## src/inc/serial_port_regs.vh

```
// Constants for the serial port unit: register offsets, fields, reset values, timing.
// Assumes a classic Wishbone slave with 32-bit data and word-index addresses, one register per address.
`ifndef SERIAL_PORT_REGS_VH
`define SERIAL_PORT_REGS_VH

`define OFS_MODE        4'h0
`define OFS_CONTROL     4'h1
`define OFS_HOLDING     4'h2
`define OFS_STATUS      4'h3
`define OFS_RXDATA      4'h4
`define OFS_BAUD        4'h5
`define OFS_OWN_ID      4'h6

// Mode register fields
`define MODE_SYNC       0
`define MODE_SEVEN      1
`define MODE_PARITY     2
`define MODE_ODD        3
`define MODE_TWO_STOP   4
`define MODE_MP         5

// Control register fields
`define CTL_TX_EN       0
`define CTL_RX_EN       1
`define CTL_TIE         2
`define CTL_TX_END_IRQ_ENABLE        3
`define CTL_RIE         4
`define CTL_CLKSEL      5
`define CTL_PORT_DIR    6
`define CTL_PORT_LVL    7

// Status register fields
`define ST_TX_EMPTY     0
`define ST_TX_END       1
`define ST_RX_FULL      2
`define ST_OVERRUN      3
`define ST_FRAMING      4
`define ST_PARITY       5
`define ST_MP_SEND      6
`define ST_MP_RECV      7

`define RESET_STATUS    8'h03
`define RESET_BAUD      8'h07
`define OVERSAMPLE      5'd16
`define MID_SAMPLE      5'd8

`endif

```

## src/verilog/serial_bit_clock.v

```verilog
// Baud tick generator: one-cycle tick every (divisor+1) system clocks.
// Assumes a free running system clock; restarts whenever held off.
`timescale 1ns/1ns
`default_nettype none
module serial_bit_clock (
    // System
    input  wire       CLOCK,
    input  wire       RSTN,
    // Control
    input  wire       ENABLE,
    input  wire [7:0] DIVISOR,
    // Tick
    output reg        TICK
);
    reg [7:0] count;

    always @(posedge CLOCK or negedge RSTN) begin
        if (!RSTN) begin
            count <= 8'h00;
            TICK  <= 1'b0;
        end else if (!ENABLE) begin
            count <= 8'h00;
            TICK  <= 1'b0;
        end else if (count >= DIVISOR) begin
            count <= 8'h00;
            TICK  <= 1'b1;
        end else begin
            count <= count + 8'h01;
            TICK  <= 1'b0;
        end
    end
endmodule
`default_nettype wire

```

## src/verilog/serial_port_unit.v

```verilog
// Serial port unit: asynchronous with multiprocessor format, or clocked synchronous.
// Assumes a classic Wishbone master, pins synchronous to CLOCK, and a DMA that strobes DMA_WRITE.
//
// Chosen here: the Wishbone interface to the registers and the address map.
`timescale 1ns/1ns
`default_nettype none
`include "serial_port_regs.vh"
module serial_port_unit (
    // System
    input  wire        CLOCK,
    input  wire        RSTN,
    // Wishbone slave
    input  wire        WB_CYC_I,
    input  wire        WB_STB_I,
    input  wire        WB_WE_I,
    input  wire [3:0]  WB_ADR_I,
    input  wire [3:0]  WB_SEL_I,
    input  wire [31:0] WB_DAT_I,
    output reg  [31:0] WB_DAT_O,
    output wire        WB_ACK_O,
    // DMA transmit path
    input  wire        DMA_WRITE,
    input  wire [7:0]  DMA_DATA,
    // Requests
    output wire        TX_EMPTY_REQUEST,
    output wire        TX_END_REQUEST,
    output wire        RX_FULL_REQUEST,
    // Serial pins
    output reg         TXD,
    input  wire        RXD,
    input  wire        SCK_IN,
    output reg         SCK_OUT,
    output wire        SCK_OE_N
);
    localparam TX_IDLE  = 3'd0;
    localparam TX_START = 3'd1;
    localparam TX_DATA  = 3'd2;
    localparam TX_EXTRA = 3'd3;
    localparam TX_STOP  = 3'd4;

    reg  [7:0] mode;
    reg  [7:0] control;
    reg  [7:0] status;
    reg  [7:0] baud;
    reg  [7:0] own_id;
    reg  [7:0] tx_holding_reg;
    reg  [7:0] tx_shift_reg;
    reg  [7:0] rx_data;
    reg  [7:0] rx_shift;
    reg        ack;
    reg  [2:0] tx_state;
    reg  [3:0] tx_bits;
    reg  [4:0] tx_os;
    reg        tx_stop2;
    reg        tx_extra;
    reg  [2:0] rx_state;
    reg  [3:0] rx_bits;
    reg  [4:0] rx_os;
    reg        rx_extra;
    reg        rx_stop_ok;
    reg        rx_match;
    reg        rx_second;
    reg        sck_prev;
    reg        sck_int;
    reg        sck_run;
    reg  [3:0] sck_count;
    reg        tx_end_pulse;
    reg        tx_load_pulse;
    reg        rx_done_pulse;
    wire       tick;

    wire       sync_mode = mode[`MODE_SYNC];
    wire       mp_mode   = mode[`MODE_MP] & ~sync_mode;
    wire       tx_en     = control[`CTL_TX_EN];
    wire       rx_en     = control[`CTL_RX_EN];
    wire       ext_clk   = control[`CTL_CLKSEL];
    wire [3:0] char_bits = (sync_mode | ~mode[`MODE_SEVEN]) ? 4'd8 : 4'd7;
    wire       use_par   = mode[`MODE_PARITY] & ~mp_mode & ~sync_mode;
    wire       use_extra = use_par | mp_mode;
    wire       wb_req    = WB_CYC_I & WB_STB_I & ~ack;
    // Writes land at the edge where the master sees ack high
    wire       wb_wr     = WB_CYC_I & WB_STB_I & ack & WB_WE_I & WB_SEL_I[0];
    wire       sck_line  = ext_clk ? SCK_IN : sck_int;
    wire       sck_rise  = sync_mode & sck_line & ~sck_prev;
    wire       sck_fall  = sync_mode & ~sck_line & sck_prev;
    wire       os_tick   = ~sync_mode & tick;

    function parity_of;
        input [7:0] d;
        input [3:0] n;
        input       odd;
        begin
            parity_of = ^(n == 4'd7 ? {1'b0, d[6:0]} : d) ^ odd;
        end
    endfunction

    assign WB_ACK_O         = ack;
    assign SCK_OE_N         = ~(sync_mode & ~ext_clk);
    assign TX_EMPTY_REQUEST = status[`ST_TX_EMPTY] & control[`CTL_TIE] & tx_en;
    assign TX_END_REQUEST   = status[`ST_TX_END] & control[`CTL_TX_END_IRQ_ENABLE] & tx_en;
    assign RX_FULL_REQUEST  = status[`ST_RX_FULL] & control[`CTL_RIE];

    serial_bit_clock baud_gen (
        .CLOCK   (CLOCK),
        .RSTN    (RSTN),
        .ENABLE  (tx_en | rx_en),
        .DIVISOR (baud),
        .TICK    (tick)
    );

    // Register bus; ack one cycle after request, dropped the next cycle
    always @(posedge CLOCK or negedge RSTN) begin
        if (!RSTN) begin
            ack      <= 1'b0;
            WB_DAT_O <= 32'h00000000;
        end else begin
            ack <= wb_req;
            case (WB_ADR_I)
                `OFS_MODE:    WB_DAT_O <= {24'h000000, mode};
                `OFS_CONTROL: WB_DAT_O <= {24'h000000, control};
                `OFS_HOLDING: WB_DAT_O <= {24'h000000, tx_holding_reg};
                `OFS_STATUS:  WB_DAT_O <= {24'h000000, status};
                `OFS_RXDATA:  WB_DAT_O <= {24'h000000, rx_data};
                `OFS_BAUD:    WB_DAT_O <= {24'h000000, baud};
                `OFS_OWN_ID:  WB_DAT_O <= {24'h000000, own_id};
                default:      WB_DAT_O <= 32'h00000000;
            endcase
        end
    end

    always @(posedge CLOCK or negedge RSTN) begin
        if (!RSTN) begin
            mode           <= 8'h00;
            control        <= 8'h00;
            baud           <= `RESET_BAUD;
            own_id         <= 8'h00;
            tx_holding_reg <= 8'h00;
        end else begin
            if (wb_wr && WB_ADR_I == `OFS_MODE)
                mode <= WB_DAT_I[7:0];
            if (wb_wr && WB_ADR_I == `OFS_CONTROL)
                control <= WB_DAT_I[7:0];
            if (wb_wr && WB_ADR_I == `OFS_BAUD)
                baud <= WB_DAT_I[7:0];
            if (wb_wr && WB_ADR_I == `OFS_OWN_ID)
                own_id <= WB_DAT_I[7:0];
            if (DMA_WRITE)
                tx_holding_reg <= DMA_DATA;
            else if (wb_wr && WB_ADR_I == `OFS_HOLDING)
                tx_holding_reg <= WB_DAT_I[7:0];
        end
    end

    // Status: hardware sets win over software clears (write 0 clears)
    always @(posedge CLOCK or negedge RSTN) begin
        if (!RSTN) begin
            status <= `RESET_STATUS;
        end else begin
            if (wb_wr && WB_ADR_I == `OFS_STATUS) begin
                status[`ST_TX_EMPTY] <= status[`ST_TX_EMPTY] & WB_DAT_I[`ST_TX_EMPTY];
                status[`ST_TX_END]   <= status[`ST_TX_END] & WB_DAT_I[`ST_TX_END];
                status[`ST_RX_FULL]  <= status[`ST_RX_FULL] & WB_DAT_I[`ST_RX_FULL];
                status[`ST_OVERRUN]  <= status[`ST_OVERRUN] & WB_DAT_I[`ST_OVERRUN];
                status[`ST_FRAMING]  <= status[`ST_FRAMING] & WB_DAT_I[`ST_FRAMING];
                status[`ST_PARITY]   <= status[`ST_PARITY] & WB_DAT_I[`ST_PARITY];
                status[`ST_MP_SEND]  <= WB_DAT_I[`ST_MP_SEND];
            end
            if (DMA_WRITE && status[`ST_TX_EMPTY])
                status[`ST_TX_EMPTY] <= 1'b0;
            if (!tx_en) begin
                status[`ST_TX_EMPTY] <= 1'b1;
                status[`ST_TX_END]   <= 1'b1;
            end
            if (tx_load_pulse) begin
                status[`ST_TX_EMPTY] <= 1'b1;
                status[`ST_TX_END]   <= 1'b0;
            end
            if (tx_end_pulse)
                status[`ST_TX_END] <= 1'b1;
            if (rx_done_pulse) begin
                if (status[`ST_RX_FULL]) begin
                    status[`ST_OVERRUN] <= 1'b1;
                end else begin
                    status[`ST_RX_FULL] <= 1'b1;
                    status[`ST_MP_RECV] <= rx_extra;
                    if (!sync_mode) begin
                        status[`ST_FRAMING] <= ~rx_stop_ok;
                        status[`ST_PARITY]  <= use_par &
                            (parity_of(rx_shift, char_bits, mode[`MODE_ODD]) != rx_extra);
                    end
                end
            end
        end
    end

    // Transmitter
    always @(posedge CLOCK or negedge RSTN) begin
        if (!RSTN) begin
            tx_state      <= TX_IDLE;
            tx_shift_reg  <= 8'h00;
            tx_bits       <= 4'd0;
            tx_os         <= 5'd0;
            tx_stop2      <= 1'b0;
            tx_extra      <= 1'b0;
            TXD           <= 1'b1;
            tx_load_pulse <= 1'b0;
            tx_end_pulse  <= 1'b0;
        end else begin
            tx_load_pulse <= 1'b0;
            tx_end_pulse  <= 1'b0;
            if (!tx_en) begin
                tx_state <= TX_IDLE;
                TXD      <= control[`CTL_PORT_DIR] ? control[`CTL_PORT_LVL] : 1'b1;
            end else if (sync_mode) begin
                case (tx_state)
                    TX_IDLE: begin
                        if (!status[`ST_TX_EMPTY] && !tx_load_pulse) begin
                            tx_shift_reg  <= tx_holding_reg;
                            tx_load_pulse <= 1'b1;
                            tx_bits       <= 4'd0;
                            tx_state      <= TX_DATA;
                        end
                    end
                    TX_DATA: begin
                        if (sck_fall) begin
                            TXD          <= tx_shift_reg[0];
                            tx_shift_reg <= {1'b0, tx_shift_reg[7:1]};
                            tx_bits      <= tx_bits + 4'd1;
                            if (tx_bits == 4'd7) begin
                                if (!status[`ST_TX_EMPTY]) begin
                                    tx_state <= TX_IDLE;
                                end else begin
                                    tx_end_pulse <= 1'b1;
                                    tx_state     <= TX_IDLE;
                                end
                            end
                        end
                    end
                    default: tx_state <= TX_IDLE;
                endcase
            end else begin
                if (tx_state != TX_IDLE && os_tick)
                    tx_os <= (tx_os == `OVERSAMPLE - 5'd1) ? 5'd0 : tx_os + 5'd1;
                case (tx_state)
                    TX_IDLE: begin
                        TXD <= 1'b1;
                        if (!status[`ST_TX_EMPTY] && !tx_load_pulse) begin
                            tx_shift_reg  <= tx_holding_reg;
                            tx_extra      <= mp_mode ? status[`ST_MP_SEND] :
                                             parity_of(tx_holding_reg, char_bits, mode[`MODE_ODD]);
                            tx_load_pulse <= 1'b1;
                            tx_os         <= 5'd0;
                            tx_state      <= TX_START;
                        end
                    end
                    TX_START: begin
                        TXD <= 1'b0;
                        if (os_tick && tx_os == `OVERSAMPLE - 5'd1) begin
                            tx_bits  <= 4'd0;
                            tx_state <= TX_DATA;
                        end
                    end
                    TX_DATA: begin
                        TXD <= tx_shift_reg[0];
                        if (os_tick && tx_os == `OVERSAMPLE - 5'd1) begin
                            tx_shift_reg <= {1'b0, tx_shift_reg[7:1]};
                            tx_bits      <= tx_bits + 4'd1;
                            if (tx_bits == char_bits - 4'd1)
                                tx_state <= use_extra ? TX_EXTRA : TX_STOP;
                            tx_stop2 <= mode[`MODE_TWO_STOP];
                        end
                    end
                    TX_EXTRA: begin
                        TXD <= tx_extra;
                        if (os_tick && tx_os == `OVERSAMPLE - 5'd1)
                            tx_state <= TX_STOP;
                    end
                    TX_STOP: begin
                        TXD <= 1'b1;
                        if (os_tick && tx_os == `OVERSAMPLE - 5'd1) begin
                            if (tx_stop2) begin
                                tx_stop2 <= 1'b0;
                            end else begin
                                tx_state <= TX_IDLE;
                                if (status[`ST_TX_EMPTY])
                                    tx_end_pulse <= 1'b1;
                            end
                        end
                    end
                    default: tx_state <= TX_IDLE;
                endcase
            end
        end
    end

    // Internal serial clock: eight pulses per character, high when idle
    always @(posedge CLOCK or negedge RSTN) begin
        if (!RSTN) begin
            sck_int   <= 1'b1;
            sck_prev  <= 1'b1;
            sck_run   <= 1'b0;
            sck_count <= 4'd0;
            SCK_OUT   <= 1'b1;
        end else begin
            sck_prev <= sck_line;
            SCK_OUT  <= sck_int;
            if (!sync_mode || ext_clk || !(tx_en || rx_en)) begin
                sck_int <= 1'b1;
                sck_run <= 1'b0;
            end else if (!sck_run) begin
                sck_int   <= 1'b1;
                sck_count <= 4'd0;
                if ((tx_en && !status[`ST_TX_EMPTY]) || (tx_en && tx_state == TX_DATA) ||
                    (!tx_en && rx_en && !status[`ST_RX_FULL]))
                    sck_run <= 1'b1;
            end else if (tick) begin
                sck_int <= ~sck_int;
                if (!sck_int) begin
                    sck_count <= sck_count + 4'd1;
                    // Receive-only bursts two characters, sixteen pulses
                    if ((tx_en && sck_count == 4'd7) || (!tx_en && sck_count == 4'd15))
                        sck_run <= 1'b0;
                end
            end
        end
    end

    // Receiver
    always @(posedge CLOCK or negedge RSTN) begin
        if (!RSTN) begin
            rx_state      <= 3'd0;
            rx_shift      <= 8'h00;
            rx_bits       <= 4'd0;
            rx_os         <= 5'd0;
            rx_extra      <= 1'b0;
            rx_stop_ok    <= 1'b0;
            rx_match      <= 1'b0;
            rx_second     <= 1'b0;
            rx_data       <= 8'h00;
            rx_done_pulse <= 1'b0;
        end else begin
            rx_done_pulse <= 1'b0;
            if (rx_done_pulse && !status[`ST_RX_FULL])
                rx_data <= rx_shift;
            if (!rx_en) begin
                rx_state <= 3'd0;
                rx_bits  <= 4'd0;
                rx_match <= 1'b0;
            end else if (sync_mode) begin
                if (sck_rise) begin
                    rx_shift <= {RXD, rx_shift[7:1]};
                    rx_bits  <= (rx_bits == 4'd7) ? 4'd0 : rx_bits + 4'd1;
                    if (rx_bits == 4'd7) begin
                        rx_extra      <= 1'b0;
                        rx_done_pulse <= 1'b1;
                        rx_second     <= ~rx_second;
                    end
                end
            end else begin
                if (os_tick)
                    rx_os <= rx_os + 5'd1;
                case (rx_state)
                    3'd0: begin
                        if (!RXD) begin
                            rx_os    <= 5'd0;
                            rx_bits  <= 4'd0;
                            rx_state <= 3'd1;
                        end
                    end
                    3'd1: begin
                        if (os_tick && rx_os == `MID_SAMPLE - 5'd1) begin
                            rx_os    <= 5'd0;
                            rx_state <= RXD ? 3'd0 : 3'd2;
                        end
                    end
                    3'd2: begin
                        if (os_tick && rx_os == `OVERSAMPLE - 5'd1) begin
                            rx_os <= 5'd0;
                            if (rx_bits < char_bits) begin
                                rx_shift <= (char_bits == 4'd7) ? {1'b0, RXD, rx_shift[7:2]} :
                                                                  {RXD, rx_shift[7:1]};
                                rx_bits  <= rx_bits + 4'd1;
                                if (rx_bits == char_bits - 4'd1 && !use_extra)
                                    rx_bits <= 4'd9;
                            end else if (rx_bits == char_bits) begin
                                rx_extra <= RXD;
                                rx_bits  <= 4'd9;
                            end else begin
                                rx_stop_ok <= RXD;
                                rx_state   <= 3'd0;
                                if (!mp_mode) begin
                                    rx_done_pulse <= 1'b1;
                                end else if (rx_extra) begin
                                    rx_match      <= (rx_shift == own_id);
                                    rx_done_pulse <= (rx_shift == own_id);
                                end else if (rx_match) begin
                                    rx_done_pulse <= 1'b1;
                                end
                                // Unmatched data frames dropped silently
                            end
                        end
                    end
                    default: rx_state <= 3'd0;
                endcase
            end
        end
    end
endmodule
`default_nettype wire

```

## config.mk

```make
export PLATFORM = sky130hd
export DESIGN_NAME = serial_port_unit
export DESIGN_NICKNAME = d
export VERILOG_FILES = /design/src/verilog/serial_bit_clock.v /design/src/verilog/serial_port_unit.v
export VERILOG_INCLUDE_DIRS = /design/src /design/src/inc
export SDC_FILE = /design/constraint.sdc
export NUM_CORES = 1
export LEC_CHECK = 0
export BUFFER_PORTS_ARGS = -buffer_cell sky130_fd_sc_hd__buf_2
export CAP_MARGIN = 20
export CORE_MARGIN = 2
export CORE_UTILIZATION = 53
export DETAILED_ROUTE_END_ITERATION = 8
export PLACE_DENSITY_LB_ADDON = 0.3
export SLEW_MARGIN = 0
export SYNTH_ARGS = -nofsm -noshare
export SYNTH_HDL_FRONTEND = slang
export SYNTH_SLANG_ARGS = --single-unit
```

## constraint.sdc

```tcl
create_clock -name CLOCK -period 2.5 [get_ports CLOCK]
set_input_delay 0.25 -clock CLOCK [delete_from_list [all_inputs] [get_ports CLOCK]]
set_output_delay 0.25 -clock CLOCK [all_outputs]
set_load 0.005 [all_outputs]
```

# Yosys cells after proc, flatten, opt, wreduce, memory -nomap -nowiden
# Index checks and enable logic that the tools add are counted.
totals:
  register_bits: 155
  output_inout_bits: 39
  word_cells: 367
classes:
  addsub: 7
  magnitude_cmp: 2
  eq_ne: 69
  n_mux: 143
  bitwise: 45
  reduce_logical: 64
ops:
  columns: ["op", "count"]
  rows:
  - ["two-way mux 8 bit", 16]
  - ["two-way mux 4 bit", 19]
  - ["two-way mux 1 bit", 62]
  - ["two-way mux 3 bit", 20]
  - ["one-hot mux 8 bit (7 select lines)", 1]
  - ["two-way mux 5 bit", 8]
  - ["inequality test 4 bit (second input constant)", 10]
  - ["one-hot mux 8 bit (2 select lines)", 2]
  - ["inequality test 3 bit (second input constant)", 10]
  - ["equality test 4 x 3 -> 1 bit (second input constant)", 7]
  - ["bitwise AND 1 bit", 26]
  - ["one-hot mux 4 bit (2 select lines)", 3]
  - ["AND reduction 7 bit", 3]
  - ["logical AND 1 bit", 20]
  - ["XOR reduction 8 bit", 2]
  - ["one-hot mux 3 bit (5 select lines)", 1]
  - ["one-hot mux 5 bit (3 select lines)", 1]
  - ["AND reduction 5 bit", 3]
  - ["inequality test 2 x 1 -> 1 bit (second input constant)", 7]
  - ["inequality test 2 bit (second input constant)", 7]
  - ["NOT 1 bit", 14]
  - ["nonzero test 2 bit", 7]
  - ["adder 4 x 1 -> 4 bit (second input constant)", 3]
  - ["equality test 4 bit", 3]
  - ["40 further kinds", 75]

# Depth between registers and ports, before layout
depth:
  word_depth: 14
  mapped_depth: 12
  depth_no_buf: 9

# Modules after synthesis
# From an unflattened synthesis, not the netlist that was laid out.
unflattened:
  hier_cells: 753
  hier_area_um2: 7435.9
modules_own_cells:
  columns: ["module", "instances", "cells_each", "area_each_um2", "seq_area_each_um2"]
  rows:
  - ["serial_port_unit", 1, 694, 6839.1, 3039.2]
  - ["serial_bit_clock", 1, 59, 596.8, 225.2]

# Least setup slack after synthesis
# No wires, ideal clock.
synth_path:
  path_type: "flip-flop to flip-flop"
  startpoint: "register mode[1]"
  endpoint: "register rx_stop_ok"
  setup_ps: 125
  arrival_time_ps: 2289
  setup_slack_ps: 86
  path_stages_with_launch: 12
  period_less_slack_ps: 2414
  cell_sequence: "dfrtp_1 > nor2b_2 > buf_6 > inv_1 > buf_2 > ha_1 > or2_2 > a221oi_4 > nor3_4 > nand2_2 > or3_4 > mux2_4"
synth_between:
  elab_chain_len: 6
  word_cells_on_any_way: 8
  cone_classes: "order compare (1); eq/ne (1); mux (1); bitwise (4); reduce/logical (1)"
synth_rtl:
  columns: ["element", "line_no", "rtl"]
  rows:
  - ["from (decl)", "serial_port_unit.v:41", "reg [7:0] mode;"]
  - ["from (signal assigned)", "serial_port_unit.v:140", "mode <= WB_DAT_I[7:0];"]
  - ["NOT 1 bit (*)", "serial_port_unit.v:77", "wire [3:0] char_bits = (sync_mode | ~mode[`MODE_SEVEN]) ? 4'd8 : 4'd7;"]
  - ["OR 1 bit (*)", "serial_port_unit.v:77", null]
  - ["two-way mux 4 bit (*)", "serial_port_unit.v:77", null]
  - ["less-than comparator 4 bit / equality test 4 bit (equally long branches)", "serial_port_unit.v:379, serial_port_unit.v:385", null]
  - ["NOT 1 bit (no source line)", null, null]
  - ["AND reduction 6 bit (no source line) (*)", null, null]
  - ["to (signal assigned)", "serial_port_unit.v:336", "rx_stop_ok <= 1'b0;"]
  - ["to (signal assigned)", "serial_port_unit.v:389", "rx_stop_ok <= RXD;"]
  - ["to (decl)", "serial_port_unit.v:60", "reg rx_stop_ok;"]
# Every way passes the cells marked *; elsewhere a longest branch is shown, timed or not.
# A chain may end at the register's enable or synchronous reset.

# Worst setup path in the final report
layout_path:
  startpoint: "register mode[0]"
  endpoint: "register tx_bits[2]"
layout_between:
  elab_chain_len: 5
  word_cells_on_any_way: 13
  cone_classes: "eq/ne (5); mux (1); bitwise (4); reduce/logical (3)"
layout_rtl:
  columns: ["element", "line_no", "rtl"]
  rows:
  - ["NOT 1 bit (no source line)", null, null]
  - ["bitwise AND 1 bit", "serial_port_unit.v:86", "wire os_tick = ~sync_mode & tick;"]
  - ["logical AND 1 bit", "serial_port_unit.v:258, serial_port_unit.v:265", null]
  - ["inequality test 3 bit (no source line)", null, null]
  - ["AND reduction 7 bit (no source line)", null, null]
  - ["to (signal assigned)", "serial_port_unit.v:228", "tx_bits <= tx_bits + 4'd1;"]
  - ["to (signal assigned)", "serial_port_unit.v:267", "tx_bits <= tx_bits + 4'd1;"]
  - ["to (decl)", "serial_port_unit.v:52", "reg [3:0] tx_bits;"]
# Parallel ways exist; a longest one is shown, timed or not.

==> metrics <==
Synth Flop Type dfrtp_1; worst hold stages 3; RSZ-0062 raised after global routing no; Clock Skew 4.07 ps; I/O pin count 95; DRT Pass-1 Iters 5; Slew HR 0.565; Hold WS 36.5 ps; total die area 14800 sq um; largest net degree at the start of global routing 54; total gr overflow 0; Worst Setup EP tx_bits[2]; layout cells sized above 1 0.223; clk sinks 130; CTS Buf Count 17; RD Place Congestion 0.938; final WL approximately 18000 um; Register Area 3260 sq um; ranking of synthesized cells by area dfrtp_1 41%, mux2_2 7.7%, mux2i_1 4.4%, nand2_1 3.6%, dfstp_2 3.2%; Nets 842; worst vdd ir 460 uV; multi-input logic area 3750 sq um; cells after synthesis 718; Max Cap Violations 0; Worst Tran Pin Value 647 ps; Post-Layout Inst Area 8340 sq um; Die H 121 um; H-tree depth 4; critical path arrival 2600 ps; number of global-route vias before repair around 5700; placed cell area 7680 sq um; area leader, netlist dfrtp_1; Root Buffer Master clkbuf_16; Final ANT Viol Nets 0; CP Class flip-flop to flip-flop; min-delay worst type input port to flip-flop; Worst R2R Setup Slack 210 ps; most frequent cells in the layout 121 x dfrtp_1, 70 x nand2_1, 53 x nor2_1; Post-synth ARST share 1.00; Final Max Slew Viols 0; Die X 121 um; DRC viols 0; synth warn 0; crit path launch type flip-flop; core area ~13000 sq um; post-CTS setup buffers 0; Setup crit start mode[0]; part of the cycle the worst path needs 0.915; I/O Buffers 43; R2R Path Start mode[0]; register area share after synthesis 0.446; Tot GR Track Use 0.258; initial antenna violation count 0; Max Clock Freq 437 MHz; Hold Fails Final Rpt 0; final core utilization 0.625; run status finished clean; Fillers 1099; Synth top area share 0.414; Synth cell types 74; Inserted Diodes 0; Initial Utilization 0.548; total power draw 5.37 mW; Worst R2R Path Depth 7; Vias 5648; Post-Route Setup TNS 0 ps; Max FO, Critical Path 30; Crit. End Element flip-flop; most common cell after layout, fill and taps aside dfrtp_1; std cell rows 42; post-route minimum period 2290 ps; Reg clk slew, reported paths roughly 60 ps; CTS tree built; Avg Cell Area, Syn 10.2 sq um; DPL Wire Length 12800 um; cell area after synthesis 7320 sq um; Post-synth EDFFs 0; r2r endpoint tx_bits[2]; first-pass GRT wire length 29200 um; P_leak 3.83 nW; Final Setup Violations 0; Seq cells post-synth 130; DR vias/cell 5.90; Clock Tree Buf Depth 2; initial drt markers 402; Worst Path Required 2810 ps; clock network latency to the later pin of the worst-skew pair 420 ps; P per Cell Area 643 nW/um^2; WL/cell 18.6 um; Syn-to-layout area delta 14.1%
-- worst min-delay path by stage --
stage                     start           endpoint  slack (ps)
floorplan                  RSTN           WB_ACK_O         -50
CTS                 DMA_DATA[4]  tx_holding_reg[4]          40
global placement           RSTN        tx_state[2]         220
detailed placement         RSTN        tx_state[0]         230
global route        DMA_DATA[6]  tx_holding_reg[6]          50
finish              DMA_DATA[4]  tx_holding_reg[4]          40
-- logic make-up (layout without fill, tap and decap cells) --
family / Yosys count / in the layout / synth area share
flip-flops: 130 / 130 / 0.446
XOR/XNOR: 38 / 38 / 0.0455
other: 1 / 24 / 0.000513
AND/OR/NAND/NOR: 231 / 231 / 0.162
buffers and inverters: 75 / 116 / 0.0542
adder cells (fa/ha/maj): 17 / 17 / 0.0291
AO/OA/AOI/OAI: 141 / 141 / 0.134
multiplexers: 85 / 85 / 0.129
-- cell usage after synthesis (4+ instances only) --
cell      number
dfrtp_1      121
nand2_1       70
nor2_1        53
mux2_2        50
o21ai_0       43
mux2i_1       32
xnor2_1       27
buf_4         26
inv_1         20
ha_1          17
nand3_1       17
a21oi_1       16
and2_1        13
clkbuf_1      13
nor2b_1       13
xor2_1        11
a22o_1        10
and3_1         9
dfstp_2        9
nand4_1        9
buf_2          8
nand2b_1       8
a211oi_1       7
nor3_1         7
o21ai_1        6
a21o_1         5
a221oi_1       5
a22oi_1        5
buf_1          5
nand3b_1       5
o22ai_1        5
a21boi_0       4
a31oi_1        4
-- repair_timing --
item / in CTS / in global routing
resized for setup: 1 / 0
endpoints found under the hold margin: 26 / 0
setup endpoints to repair: 2 / 0
hold buffers: 1 / 0
-- stage by stage --
| stage | setup slack (ps) | instances |
|---|---|---|
| 6_report | 214 | 958 |
| 5_1_grt | 26.7 | 958 |
| 4_1_cts | 214 | 958 |
| 3_5_place_dp | 11.6 | 925 |
| 3_3_place_gp | 198 | 925 |
| 2_1_floorplan | 86.0 | 741 |
-- layer usage --
layer  vias to the layer above  share of wire  GRT usage
met5                         -              0          0
met4                         0          0.022     0.0912
met3                        35          0.062     0.0587
met1                      2787           0.44      0.341
li1                       2618              -          -
met2                       208           0.48      0.419
-- layout make-up --
type | instances | share of cell area
clock buffer | 19 | 0.0531
sequential | 130 | 0.391
multi-input combinational | 536 | 0.449
inverter | 22 | 0.00990
timing repair buffer | 62 | 0.0450
tap | 176 | 0.0264
clock inverter | 13 | 0.0250
-- critical path, stage by stage, from the launching register on --
cell      delay (ps)
dfrtp_1          390
buf_4            250
nor2b_1          330
and2_1           300
o31a_1           280
a21boi_4         270
o21ai_0          110
a22o_1           230
-- power breakdown --
group | total [mW] | internal [mW] | switching, mW
Sequential | 2.23 | 2.16 | 0.0661
Clock | 2.74 | 1.79 | 0.947
Combinational | 0.394 | 0.162 | 0.232
Total | 5.37 | 4.12 | 1.25
Note: power is estimated with default switching activity, not from simulation.
